File: src/hdl/bfbi_pkg.sv
// Constants, types and helpers for the banked flash bus host controller
package bfbi_pkg;

  // ----------------------------------------
  // Widths, bit positions, timing
  // ----------------------------------------
  localparam int          ADDR_W     = 23;
  localparam int          DATA_W     = 32;
  localparam int          PAGE_LSB   = 3;
  localparam int          BANK_LSB   = 20;
  localparam int          BOOT_LSB   = 13;
  localparam int          POLL_BIT   = 7;
  localparam int          TOGGLE_BIT = 6;
  localparam int          CLK_NS     = 50;
  localparam int          T_ACC_NS   = 120;
  localparam int          T_PACC_NS  = 30;
  localparam int          T_WP_NS    = 50;
  localparam int          T_RST_NS   = 500;
  localparam logic [7:0]  SYNC_LAT   = 8'h02;

  function automatic logic [7:0] nsToCyc(input int ns);
    int c;
    c = (ns + CLK_NS - 1) / CLK_NS;
    if (c < 1) c = 1;
    return c[7:0];
  endfunction : nsToCyc

  localparam logic [7:0]  CYC_ACC    = nsToCyc(T_ACC_NS);
  localparam logic [7:0]  CYC_PACC   = nsToCyc(T_PACC_NS);
  localparam logic [7:0]  CYC_WP     = nsToCyc(T_WP_NS);
  localparam logic [7:0]  CYC_RST    = nsToCyc(T_RST_NS);

  // ----------------------------------------
  // Command sequence words
  // ----------------------------------------
  localparam logic [22:0] UNLK_A1    = 23'h000555;
  localparam logic [22:0] UNLK_A2    = 23'h0002AA;
  localparam logic [15:0] CMD_UNLK1  = 16'h00AA;
  localparam logic [15:0] CMD_UNLK2  = 16'h0055;
  localparam logic [15:0] CMD_PROG   = 16'h00A0;
  localparam logic [15:0] CMD_ERASE  = 16'h0080;
  localparam logic [15:0] CMD_SECT   = 16'h0030;
  localparam logic [15:0] CMD_SUSP   = 16'h00B0;
  localparam logic [15:0] CMD_RESUME = 16'h0030;

  // ----------------------------------------
  // Types
  // ----------------------------------------
  typedef enum logic [2:0] {
    OP_READ   = 3'b000,
    OP_WRITE  = 3'b001,
    OP_PROG   = 3'b010,
    OP_ERASE  = 3'b011,
    OP_SUSP   = 3'b100,
    OP_RESUME = 3'b101,
    OP_RESET  = 3'b110
  } bfbi_op_t;

  typedef struct packed {
    bfbi_op_t          op;
    logic              bypass;
    logic [1:0]        half;
    logic [ADDR_W-1:0] addr;
    logic [DATA_W-1:0] data;
  } bfbi_req_t;

  typedef struct packed {
    logic [ADDR_W-1:0] addr;
    logic [DATA_W-1:0] data;
    logic              last;
  } bfbi_step_t;

  typedef struct packed {
    logic [1:0]        csN;
    logic [1:0]        weN;
    logic              oeN;
    logic              rstN;
    logic              bootProtect;
    logic [ADDR_W-1:0] addr;
  } bfbi_pins_t;

endpackage : bfbi_pkg

File: src/hdl/bfbi_host.sv
// Host-side controller driving a four-bank page-mode flash over its pins
//
// Summary of operation
// - Read is CS and OE low, write is CS and WE low, never both enables.
// - Chip selects high when idle with no operation busy, so the device sits in standby.
// - Word program uses four writes, or two in unlock bypass mode.
// - Completion is found by polling the toggle status bit on reads.
// - Entry and exit sequences for the one-time region use raw writes.
// - Boot protect pin is driven high only to modify boot sectors.
// - Password protection commands are issued as raw write sequences.
// - Address bits 22..3 pick the page, bits 2..0 the word.
`timescale 1ns/1ns
module bfbi_host
  import bfbi_pkg::*;
(
  input  wire logic              core_clk,
  input  wire logic              sys_rst,
  input  wire logic              reqValid,
  input  wire bfbi_req_t         req,
  output logic                   reqAck,
  output logic                   rspValid,
  output logic [DATA_W-1:0]      rspData,
  output logic                   opDone,
  output logic                   opBusy,
  output logic                   eraseSuspended,
  output bfbi_pins_t             pins,
  output logic [DATA_W-1:0]      dataBusOut,
  output logic                   dataBusOe,
  input  wire logic [DATA_W-1:0] dataBusIn,
  input  wire logic              readyBusyIn
);

  // ----------------------------------------
  // Helpers
  // ----------------------------------------
  function automatic logic [1:0] bankOf(input logic [ADDR_W-1:0] a);
    if (a[22:20] == 3'h0) return 2'h0;
    if (a[22:20] == 3'h7) return 2'h3;
    return a[22] ? 2'h2 : 2'h1;
  endfunction : bankOf

  function automatic logic isBoot(input logic [ADDR_W-1:0] a);
    return (a[ADDR_W-1:BOOT_LSB] == '0) || (a[ADDR_W-1:BOOT_LSB] == '1);
  endfunction : isBoot

  function automatic logic isPE(input bfbi_op_t o);
    return (o == OP_PROG) || (o == OP_ERASE);
  endfunction : isPE

  function automatic bfbi_step_t seqStep(input bfbi_req_t r,
                                         input logic [2:0] i);
    bfbi_step_t s;
    logic [2:0] k;
    s = '{addr: UNLK_A1, data: {2{CMD_UNLK1}}, last: 1'b0};
    k = r.bypass ? 3'(i + 3'h2) : i;
    case (r.op)
      OP_PROG: begin
        case (k)
          3'h1:    s = '{UNLK_A2, {2{CMD_UNLK2}}, 1'b0};
          3'h2:    s = '{UNLK_A1, {2{CMD_PROG}}, 1'b0};
          3'h3:    s = '{r.addr, r.data, 1'b1};
          default: s = s;
        endcase
      end
      OP_ERASE: begin
        case (i)
          3'h1, 3'h4: s = '{UNLK_A2, {2{CMD_UNLK2}}, 1'b0};
          3'h2:       s = '{UNLK_A1, {2{CMD_ERASE}}, 1'b0};
          3'h5:       s = '{r.addr, {2{CMD_SECT}}, 1'b1};
          default:    s = s;
        endcase
      end
      OP_SUSP:   s = '{r.addr, {2{CMD_SUSP}}, 1'b1};
      OP_RESUME: s = '{r.addr, {2{CMD_RESUME}}, 1'b1};
      default:   s = '{r.addr, r.data, 1'b1};
    endcase
    return s;
  endfunction : seqStep

  // ----------------------------------------
  // State and input synchronisers
  // ----------------------------------------
  typedef enum logic [2:0] {
    ST_RESET = 3'b000,
    ST_IDLE  = 3'b001,
    ST_RD    = 3'b010,
    ST_PAGE  = 3'b011,
    ST_WSET  = 3'b100,
    ST_WPUL  = 3'b101,
    ST_WHLD  = 3'b110,
    ST_POLL  = 3'b111
  } bfbi_state_t;

  bfbi_state_t       state_reg;
  bfbi_req_t         cur_reg;
  logic [7:0]        wait_reg;
  logic [2:0]        step_reg;
  logic [ADDR_W-1:0] busyAddr_reg;
  logic              prevTog_reg;
  logic              prevValid_reg;
  logic [DATA_W-1:0] dMeta_reg;
  logic [DATA_W-1:0] dSync_reg;
  logic              rbMeta_reg;
  logic              rbSync_reg;
  bfbi_step_t        stepNow;
  logic              take;
  logic              pollStable;

  always_ff @(posedge core_clk or posedge sys_rst) begin
    if (sys_rst) begin
      dMeta_reg  <= '0;
      dSync_reg  <= '0;
      rbMeta_reg <= 1'b0;
      rbSync_reg <= 1'b0;
    end else begin
      dMeta_reg  <= dataBusIn;
      dSync_reg  <= dMeta_reg;
      rbMeta_reg <= readyBusyIn;
      rbSync_reg <= rbMeta_reg;
    end
  end

  assign stepNow    = seqStep(cur_reg, step_reg);
  assign pollStable = prevValid_reg && rbSync_reg
                      && (prevTog_reg == dSync_reg[TOGGLE_BIT]);

  // Request acceptance
  always_comb begin
    take = 1'b0;
    if (reqValid && state_reg == ST_IDLE) begin
      if (!opBusy)
        take = (req.op != OP_RESUME) || eraseSuspended;
      else
        take = (req.op == OP_READ
                && bankOf(req.addr) != bankOf(busyAddr_reg))
               || (req.op == OP_SUSP && cur_reg.op == OP_ERASE)
               || (req.op == OP_RESET);
    end else if (reqValid && state_reg == ST_PAGE) begin
      take = req.op == OP_READ && req.half == cur_reg.half
             && req.addr[ADDR_W-1:PAGE_LSB]
                == cur_reg.addr[ADDR_W-1:PAGE_LSB];
    end
  end

  // ----------------------------------------
  // Bus sequencer
  // ----------------------------------------
  always_ff @(posedge core_clk or posedge sys_rst) begin
    if (sys_rst) begin
      state_reg <= ST_RESET;
      cur_reg   <= '0;
      wait_reg  <= CYC_RST;
      step_reg  <= 3'h0;
    end else begin
      unique case (state_reg)
        ST_RESET: begin
          if (wait_reg <= 8'h01) state_reg <= ST_IDLE;
          else wait_reg <= wait_reg - 8'h01;
        end
        ST_IDLE, ST_PAGE: begin
          step_reg <= 3'h0;
          if (take) begin
            cur_reg <= req;
            unique case (req.op)
              OP_READ: begin
                state_reg <= ST_RD;
                wait_reg  <= (state_reg == ST_PAGE ? CYC_PACC : CYC_ACC)
                             + SYNC_LAT;
              end
              OP_RESET: begin
                state_reg <= ST_RESET;
                wait_reg  <= CYC_RST;
              end
              default: state_reg <= ST_WSET;
            endcase
          end else if (state_reg == ST_PAGE) begin
            state_reg <= ST_IDLE;
          end else if (opBusy) begin
            state_reg <= ST_POLL;
            wait_reg  <= CYC_ACC + SYNC_LAT;
          end
        end
        ST_RD: begin
          if (wait_reg <= 8'h01) state_reg <= ST_PAGE;
          else wait_reg <= wait_reg - 8'h01;
        end
        ST_POLL: begin
          if (wait_reg <= 8'h01) state_reg <= ST_IDLE;
          else wait_reg <= wait_reg - 8'h01;
        end
        ST_WSET: begin
          state_reg <= ST_WPUL;
          wait_reg  <= CYC_WP;
        end
        ST_WPUL: begin
          if (wait_reg <= 8'h01) state_reg <= ST_WHLD;
          else wait_reg <= wait_reg - 8'h01;
        end
        ST_WHLD: begin
          step_reg  <= step_reg + 3'h1;
          state_reg <= stepNow.last ? ST_IDLE : ST_WSET;
        end
      endcase
    end
  end

  // ----------------------------------------
  // Pin drive
  // ----------------------------------------
  always_ff @(posedge core_clk or posedge sys_rst) begin
    if (sys_rst) begin
      pins       <= '{csN: 2'b11, weN: 2'b11, oeN: 1'b1, rstN: 1'b0,
                      bootProtect: 1'b0, addr: '0};
      dataBusOut <= '0;
      dataBusOe  <= 1'b0;
    end else begin
      pins.rstN <= !(state_reg == ST_RESET && wait_reg > 8'h01);
      pins.oeN  <= 1'b1;
      pins.weN  <= 2'b11;
      dataBusOe <= 1'b0;
      // Cleared before take so a boot write taken now keeps it
      if (opDone) pins.bootProtect <= 1'b0;
      if (take) begin
        pins.csN  <= ~req.half;
        pins.addr <= (req.op == OP_READ) ? req.addr : pins.addr;
        if (isPE(req.op))
          pins.bootProtect <= isBoot(req.addr);
      end else if (state_reg == ST_IDLE && opBusy) begin
        pins.csN  <= 2'b11;
        pins.addr <= busyAddr_reg;
      end else if (state_reg == ST_IDLE || state_reg == ST_PAGE) begin
        pins.csN <= 2'b11;
      end
      if (state_reg == ST_IDLE && opBusy && !take)
        pins.csN <= 2'b00;
      // Output enable rises between polls so the toggle bit can move
      if (state_reg == ST_RD || state_reg == ST_POLL
          || (take && req.op == OP_READ))
        pins.oeN <= 1'b0;
      if (state_reg == ST_WSET) begin
        pins.addr  <= stepNow.addr;
        dataBusOut <= stepNow.data;
        dataBusOe  <= 1'b1;
        pins.weN   <= ~cur_reg.half;
        pins.oeN   <= 1'b1;
      end else if (state_reg == ST_WPUL) begin
        dataBusOe <= 1'b1;
        pins.weN  <= (wait_reg <= 8'h01) ? 2'b11 : ~cur_reg.half;
      end else if (state_reg == ST_WHLD) begin
        dataBusOe <= 1'b0;
      end
    end
  end

  // ----------------------------------------
  // Completion tracking and answers
  // ----------------------------------------
  always_ff @(posedge core_clk or posedge sys_rst) begin
    if (sys_rst) begin
      opBusy         <= 1'b0;
      eraseSuspended <= 1'b0;
      busyAddr_reg   <= '0;
      prevTog_reg    <= 1'b0;
      prevValid_reg  <= 1'b0;
      opDone         <= 1'b0;
      reqAck         <= 1'b0;
      rspValid       <= 1'b0;
      rspData        <= '0;
    end else begin
      reqAck   <= take;
      opDone   <= 1'b0;
      rspValid <= state_reg == ST_RD && wait_reg <= 8'h01;
      if (state_reg == ST_RD && wait_reg <= 8'h01) rspData <= dSync_reg;
      if (state_reg == ST_WHLD && stepNow.last
          && cur_reg.op != OP_WRITE) begin
        opBusy        <= 1'b1;
        busyAddr_reg  <= cur_reg.addr;
        prevValid_reg <= 1'b0;
        if (cur_reg.op == OP_RESUME) eraseSuspended <= 1'b0;
      end else if (state_reg == ST_POLL && wait_reg <= 8'h01) begin
        prevTog_reg   <= dSync_reg[TOGGLE_BIT];
        prevValid_reg <= 1'b1;
        if (pollStable) begin
          opBusy  <= 1'b0;
          opDone  <= 1'b1;
          if (cur_reg.op == OP_SUSP) eraseSuspended <= 1'b1;
        end
      end
      if (state_reg == ST_RESET) begin
        opBusy         <= 1'b0;
        eraseSuspended <= 1'b0;
      end
    end
  end

  // ----------------------------------------
  // Assertions
  // ----------------------------------------
  property p_enables_exclusive;
    @(posedge core_clk) disable iff (sys_rst)
      !pins.oeN |-> pins.weN == 2'b11;
  endproperty
  a_enables_exclusive: assert property (p_enables_exclusive)
    else $error("output and write enable low together");

  property p_reset_floats;
    @(posedge core_clk) disable iff (sys_rst)
      !pins.rstN |-> !dataBusOe && pins.weN == 2'b11;
  endproperty
  a_reset_floats: assert property (p_reset_floats)
    else $error("bus driven during device reset");

  property p_reset_width;
    @(posedge core_clk) disable iff (sys_rst)
      $rose(pins.rstN) |-> !$past(pins.rstN, 2);
  endproperty
  a_reset_width: assert property (p_reset_width)
    else $error("device reset pulse too short");

  property p_idle_deselect;
    @(posedge core_clk) disable iff (sys_rst)
      (state_reg == ST_IDLE && !opBusy && !reqValid)
        |=> pins.csN == 2'b11;
  endproperty
  a_idle_deselect: assert property (p_idle_deselect)
    else $error("chip select held while idle");

  property p_write_data;
    @(posedge core_clk) disable iff (sys_rst)
      (pins.weN != 2'b11)
        |-> dataBusOe ##1 (dataBusOe && $stable(pins.addr));
  endproperty
  a_write_data: assert property (p_write_data)
    else $error("write pulse without stable address and data");

  property p_no_pe_busy;
    @(posedge core_clk) disable iff (sys_rst)
      (state_reg == ST_IDLE && opBusy && reqValid && isPE(req.op))
        |=> !reqAck;
  endproperty
  a_no_pe_busy: assert property (p_no_pe_busy)
    else $error("program or erase taken while busy");

  property p_other_bank;
    @(posedge core_clk) disable iff (sys_rst)
      (reqAck && cur_reg.op == OP_READ && opBusy)
        |-> bankOf(cur_reg.addr) != bankOf(busyAddr_reg);
  endproperty
  a_other_bank: assert property (p_other_bank)
    else $error("read taken in the busy bank");

  property p_boot_pin;
    @(posedge core_clk) disable iff (sys_rst)
      (state_reg == ST_WPUL && isPE(cur_reg.op) && isBoot(cur_reg.addr))
        |-> pins.bootProtect;
  endproperty
  a_boot_pin: assert property (p_boot_pin)
    else $error("boot sector written with protect pin low");

  property p_done_after_poll;
    @(posedge core_clk) disable iff (sys_rst)
      opDone |-> $past(rbSync_reg) && !opBusy;
  endproperty
  a_done_after_poll: assert property (p_done_after_poll)
    else $error("completion without ready");

  c_page_read: cover property (@(posedge core_clk) disable iff (sys_rst)
    state_reg == ST_PAGE && take);
  c_bank_read: cover property (@(posedge core_clk) disable iff (sys_rst)
    reqAck && opBusy && cur_reg.op == OP_READ);
  c_suspend: cover property (@(posedge core_clk) disable iff (sys_rst)
    $rose(eraseSuspended));

endmodule : bfbi_host

File: config.mk
export PLATFORM = sky130hd
export DESIGN_NAME = bfbi_host
export DESIGN_NICKNAME = d
export VERILOG_FILES = /design/src/hdl/bfbi_pkg.sv /design/src/hdl/bfbi_host.sv
export SDC_FILE = /design/constraint.sdc
export NUM_CORES = 1
export LEC_CHECK = 0
export CAP_MARGIN = 20
export CORE_MARGIN = 3
export CORE_UTILIZATION = 65
export DETAILED_ROUTE_END_ITERATION = 8
export DONT_BUFFER_PORTS = 1
export GPL_TIMING_DRIVEN = 1
export PLACE_DENSITY_LB_ADDON = 0.2
export SYNTH_ARGS = -nofsm -noshare
export SYNTH_HDL_FRONTEND = slang
export SYNTH_SLANG_ARGS = --single-unit
File: constraint.sdc
create_clock -name core_clk -period 15.32 [get_ports core_clk]
set_clock_uncertainty 0.15 [all_clocks]
set_input_delay 1.532 -clock core_clk [delete_from_list [all_inputs] [get_ports core_clk]]
set_output_delay 1.532 -clock core_clk [all_outputs]
set_load 0.02 [all_outputs]
==> flow_summary.toml <==
[clocking]
tritoncts = "built"
cts_made_buffers = 26
htree_levels = 1
post_cts_buffers = 0
cts_hold_buf = 0
clock-sinks = 266
clk-insertion-delay-late_ps = 520
clk_path_buf_depth = 3
clk_pin_slew_ps = 60
cts-resized-gates = 0
clock-root-buffer = "clkbuf_16"

[die]
die-height_um = 136
rows = 46
die-area_sq_um = 18500
io_pins = 197
coreArea_sq_um = 16200
die_w_um = 136
start_util = 0.678

[yosys]
ys_seq_area_frac = 0.605
synth_area_leader_cell = "dfrtp_1"
avgSynthCellArea_sq_um = 10.9
syn_area_sq_um = 11000
netlist_top_cells_area = "dfrtp_1 (59%), nand2_1 (8.4%), mux2_2 (5.7%)"
async_flop_share = 1.00
synth_top_area_frac = 0.589
synth_edf_count = 0
synth.net_count = 1116
synthCells = 1013
synth.distinct_cells = 64
synth_seq_cells = 266
ys.warnings.count = 0
synth_flop_cell = "dfrtp_1"

[power_and_ir_drop]
seqPwrFrac = 0.497
clock_power_share = 0.264
peakVddDrop_mv = 0.148
switching_share = 0.359
p_leak_nw = 5.66
p_int_mw = 1.53
power_density_nw_per_um2 = 199
switchingPower_mw = 0.859
p_comb_frac = 0.239

[layout]
nNetsFinal = 1097
antenna_cells = 0
largest_reg_flops = 61
fillCellCount = 1108
postLayoutCoreUtil = 0.740
layout-drive-gt1-share = 0.138
final-instance-count-excl-fill = 1229
syn_to_final_growth_pct = 9.02

[detailed_routing]
vias_per_cell = 6.13
drt_pass1_iterations = 5
avgRoutedWirePerCell_um = 19.5
drcViolationCount = 0
drt_iter0_markers = 502
vias = 7536
final_antenna_net_count = 0
routed_wl_um = 24000

[job]
cap_violations = 0

[worst_setup_path]
reg2reg_setup_slack_ps = 11610
crit_path_start_kind = "input pin"
cp-end-kind = "register"
critical_path_class = "in -> reg"
reg2reg_depth = 8
arrival_ps = 4170
cp.required_ps = 15580
critPathMaxFanout = 82
reg2reg_from = "state_reg[2]"
r2r-end = "pins[11]"

[grt]
antenna_found_initial = 0
grt_usage = 0.260
grt_pass1_vias = 7484
grt_overflow = 0
grt_pass1_wl_um = 38800
grt_start_max_net_pins = 108

[placement]
place_inst = 1181
portBuffers = 0
globalplace.congestion = 0.863
dpl.hpwl_um = 15500

[hold_path]
holdPathEnd = "dSync_reg[22]"
hold_path.startpoint = "dMeta_reg[22]"
hold_class = "reg -> reg"
min_delay_path_depth = 0

[timing]
setup-tns-final_ps = 0
finalHoldViolCount = 0
finalSetupViolCount = 0
min_period_ps = 3910
worst_slew_pin_slew_ps = 933
fin_crit_sh = 0.255
fmaxAchievable_ghz = 0.256
rsz0062_at_grt = "no"
slew-limit-headroom = 0.372
drv_slew = 0

[outcome]
status = "finished, final reports clean"
## stage by stage
step	power [mW]	cell area [sq um]	setup slack (ps)	hold slack (ps)
final	2.39	12000	11410	196
after global routing	2.54	12000	11230	202
after CTS	2.40	12000	11450	198
after detailed placement	1.76	11100	10910	185
after global placement	1.74	11100	11030	181
after floorplan	1.61	11000	6320	181
## power groups by stage
| stage | registers (mW) | logic [mW] | clock network, mW |
|---|---|---|---|
| 2_1_floorplan | 1.13 | 0.480 | 0 |
| 3_3_place_gp | 1.19 | 0.544 | 0 |
| 3_5_place_dp | 1.20 | 0.567 | 0 |
| 4_1_cts | 1.19 | 0.571 | 0.645 |
| 5_1_grt | 1.22 | 0.645 | 0.676 |
| 6_report | 1.19 | 0.571 | 0.631 |
## routing by layer
layer	wire, um	share of wire	vias to the layer above	track usage
li1	-	-	3428	-
met2	11300	0.47	319	0.417
met5	0	0	-	0
met4	643	0.027	0	0.0728
met1	9660	0.40	3740	0.358
met3	2320	0.097	49	0.0659
## logic make-up after synthesis
kind of cell	after synthesis	share of synthesized area
fa+ha+maj	6	0.00682
xor+xnor	26	0.0207
simple gates	444	0.181
buf+inv	70	0.0283
mux	73	0.0729
compound gates	128	0.0847
flops	266	0.605
## cell usage after synthesis (2+ instances only)
cell,n
o21ai_0,24
and2_1,2
mux2_2,56
and3_1,2
nand4_1,18
nor3_4,2
a31oi_1,10
buf_2,19
nand2b_1,8
a21o_1,2
a211oi_1,5
nor2_1,65
ha_1,6
buf_6,3
xnor2_1,23
dfstp_2,7
or4_1,2
nand3b_1,2
and4_1,2
a32o_1,14
a21oi_1,39
xor2_1,3
buf_1,4
a311oi_1,2
nand3_1,24
and3b_1,2
dfrtp_1,259
a22o_1,2
or3_1,17
inv_1,11
nor2b_1,8
clkbuf_1,31
nor3_1,28
mux2_1,2
nor3b_1,2
o41ai_2,9
nor4_1,6
mux2i_1,15
nand2_1,246
o22ai_1,3
o211ai_1,5
## worst max-delay path, cell delays in order
cell and delay, ps:
nor4b_1 130, a2111oi_2 480, a21boi_1 290, a31o_1 430, nor2_4 90, inv_4 660
mux2i_1 200, a32o_1 290
## placed cells by master (no fill, tap or decap), drive strengths merged, types with 3 or more instances in the layout
cell / count
nor4: 7
clkbuf: 41
ha: 6
mux2i: 15
nand2: 246
dfrtp: 259
a21oi: 40
or3: 17
a31oi: 11
o211ai: 5
clkinv: 6
a32o: 14
inv: 12
or4: 3
mux2: 58
o41ai: 9
nor2: 67
xnor2: 23
nand3: 24
o21ai: 25
dfstp: 7
nor2b: 8
a211oi: 6
nand4: 18
buf: 10
o22ai: 3
nor3: 31
xor2: 3
nand2b: 8
## worst max-delay path by stage
stage          depth (start not counted)  slack (ps)  startpoint               to
3_3_place_gp                           8       11030     req[58]         pins[18]
3_5_place_dp                           8       10910     req[58]         pins[13]
2_1_floorplan                          1        6320     sys_rst  busyAddr_reg[0]
4_1_cts                                8       11450     req[58]         pins[13]
5_1_grt                                8       11230     req[58]          pins[8]
6_report                               8       11410     req[58]         pins[11]
## cell type report
class	count	area [sq um]	area share
Clock buffer	41	808	0.0673
Timing Repair Buffer	10	95.1	0.00792
Sequential cell	266	6670	0.555
Multi-Input combinational cell	677	4050	0.337
Inverter	13	58.8	0.00490
Tap cell	216	270	0.0225
Clock inverter	6	58.8	0.00490
No activity file was read; power rests on OpenSTA's default activity.
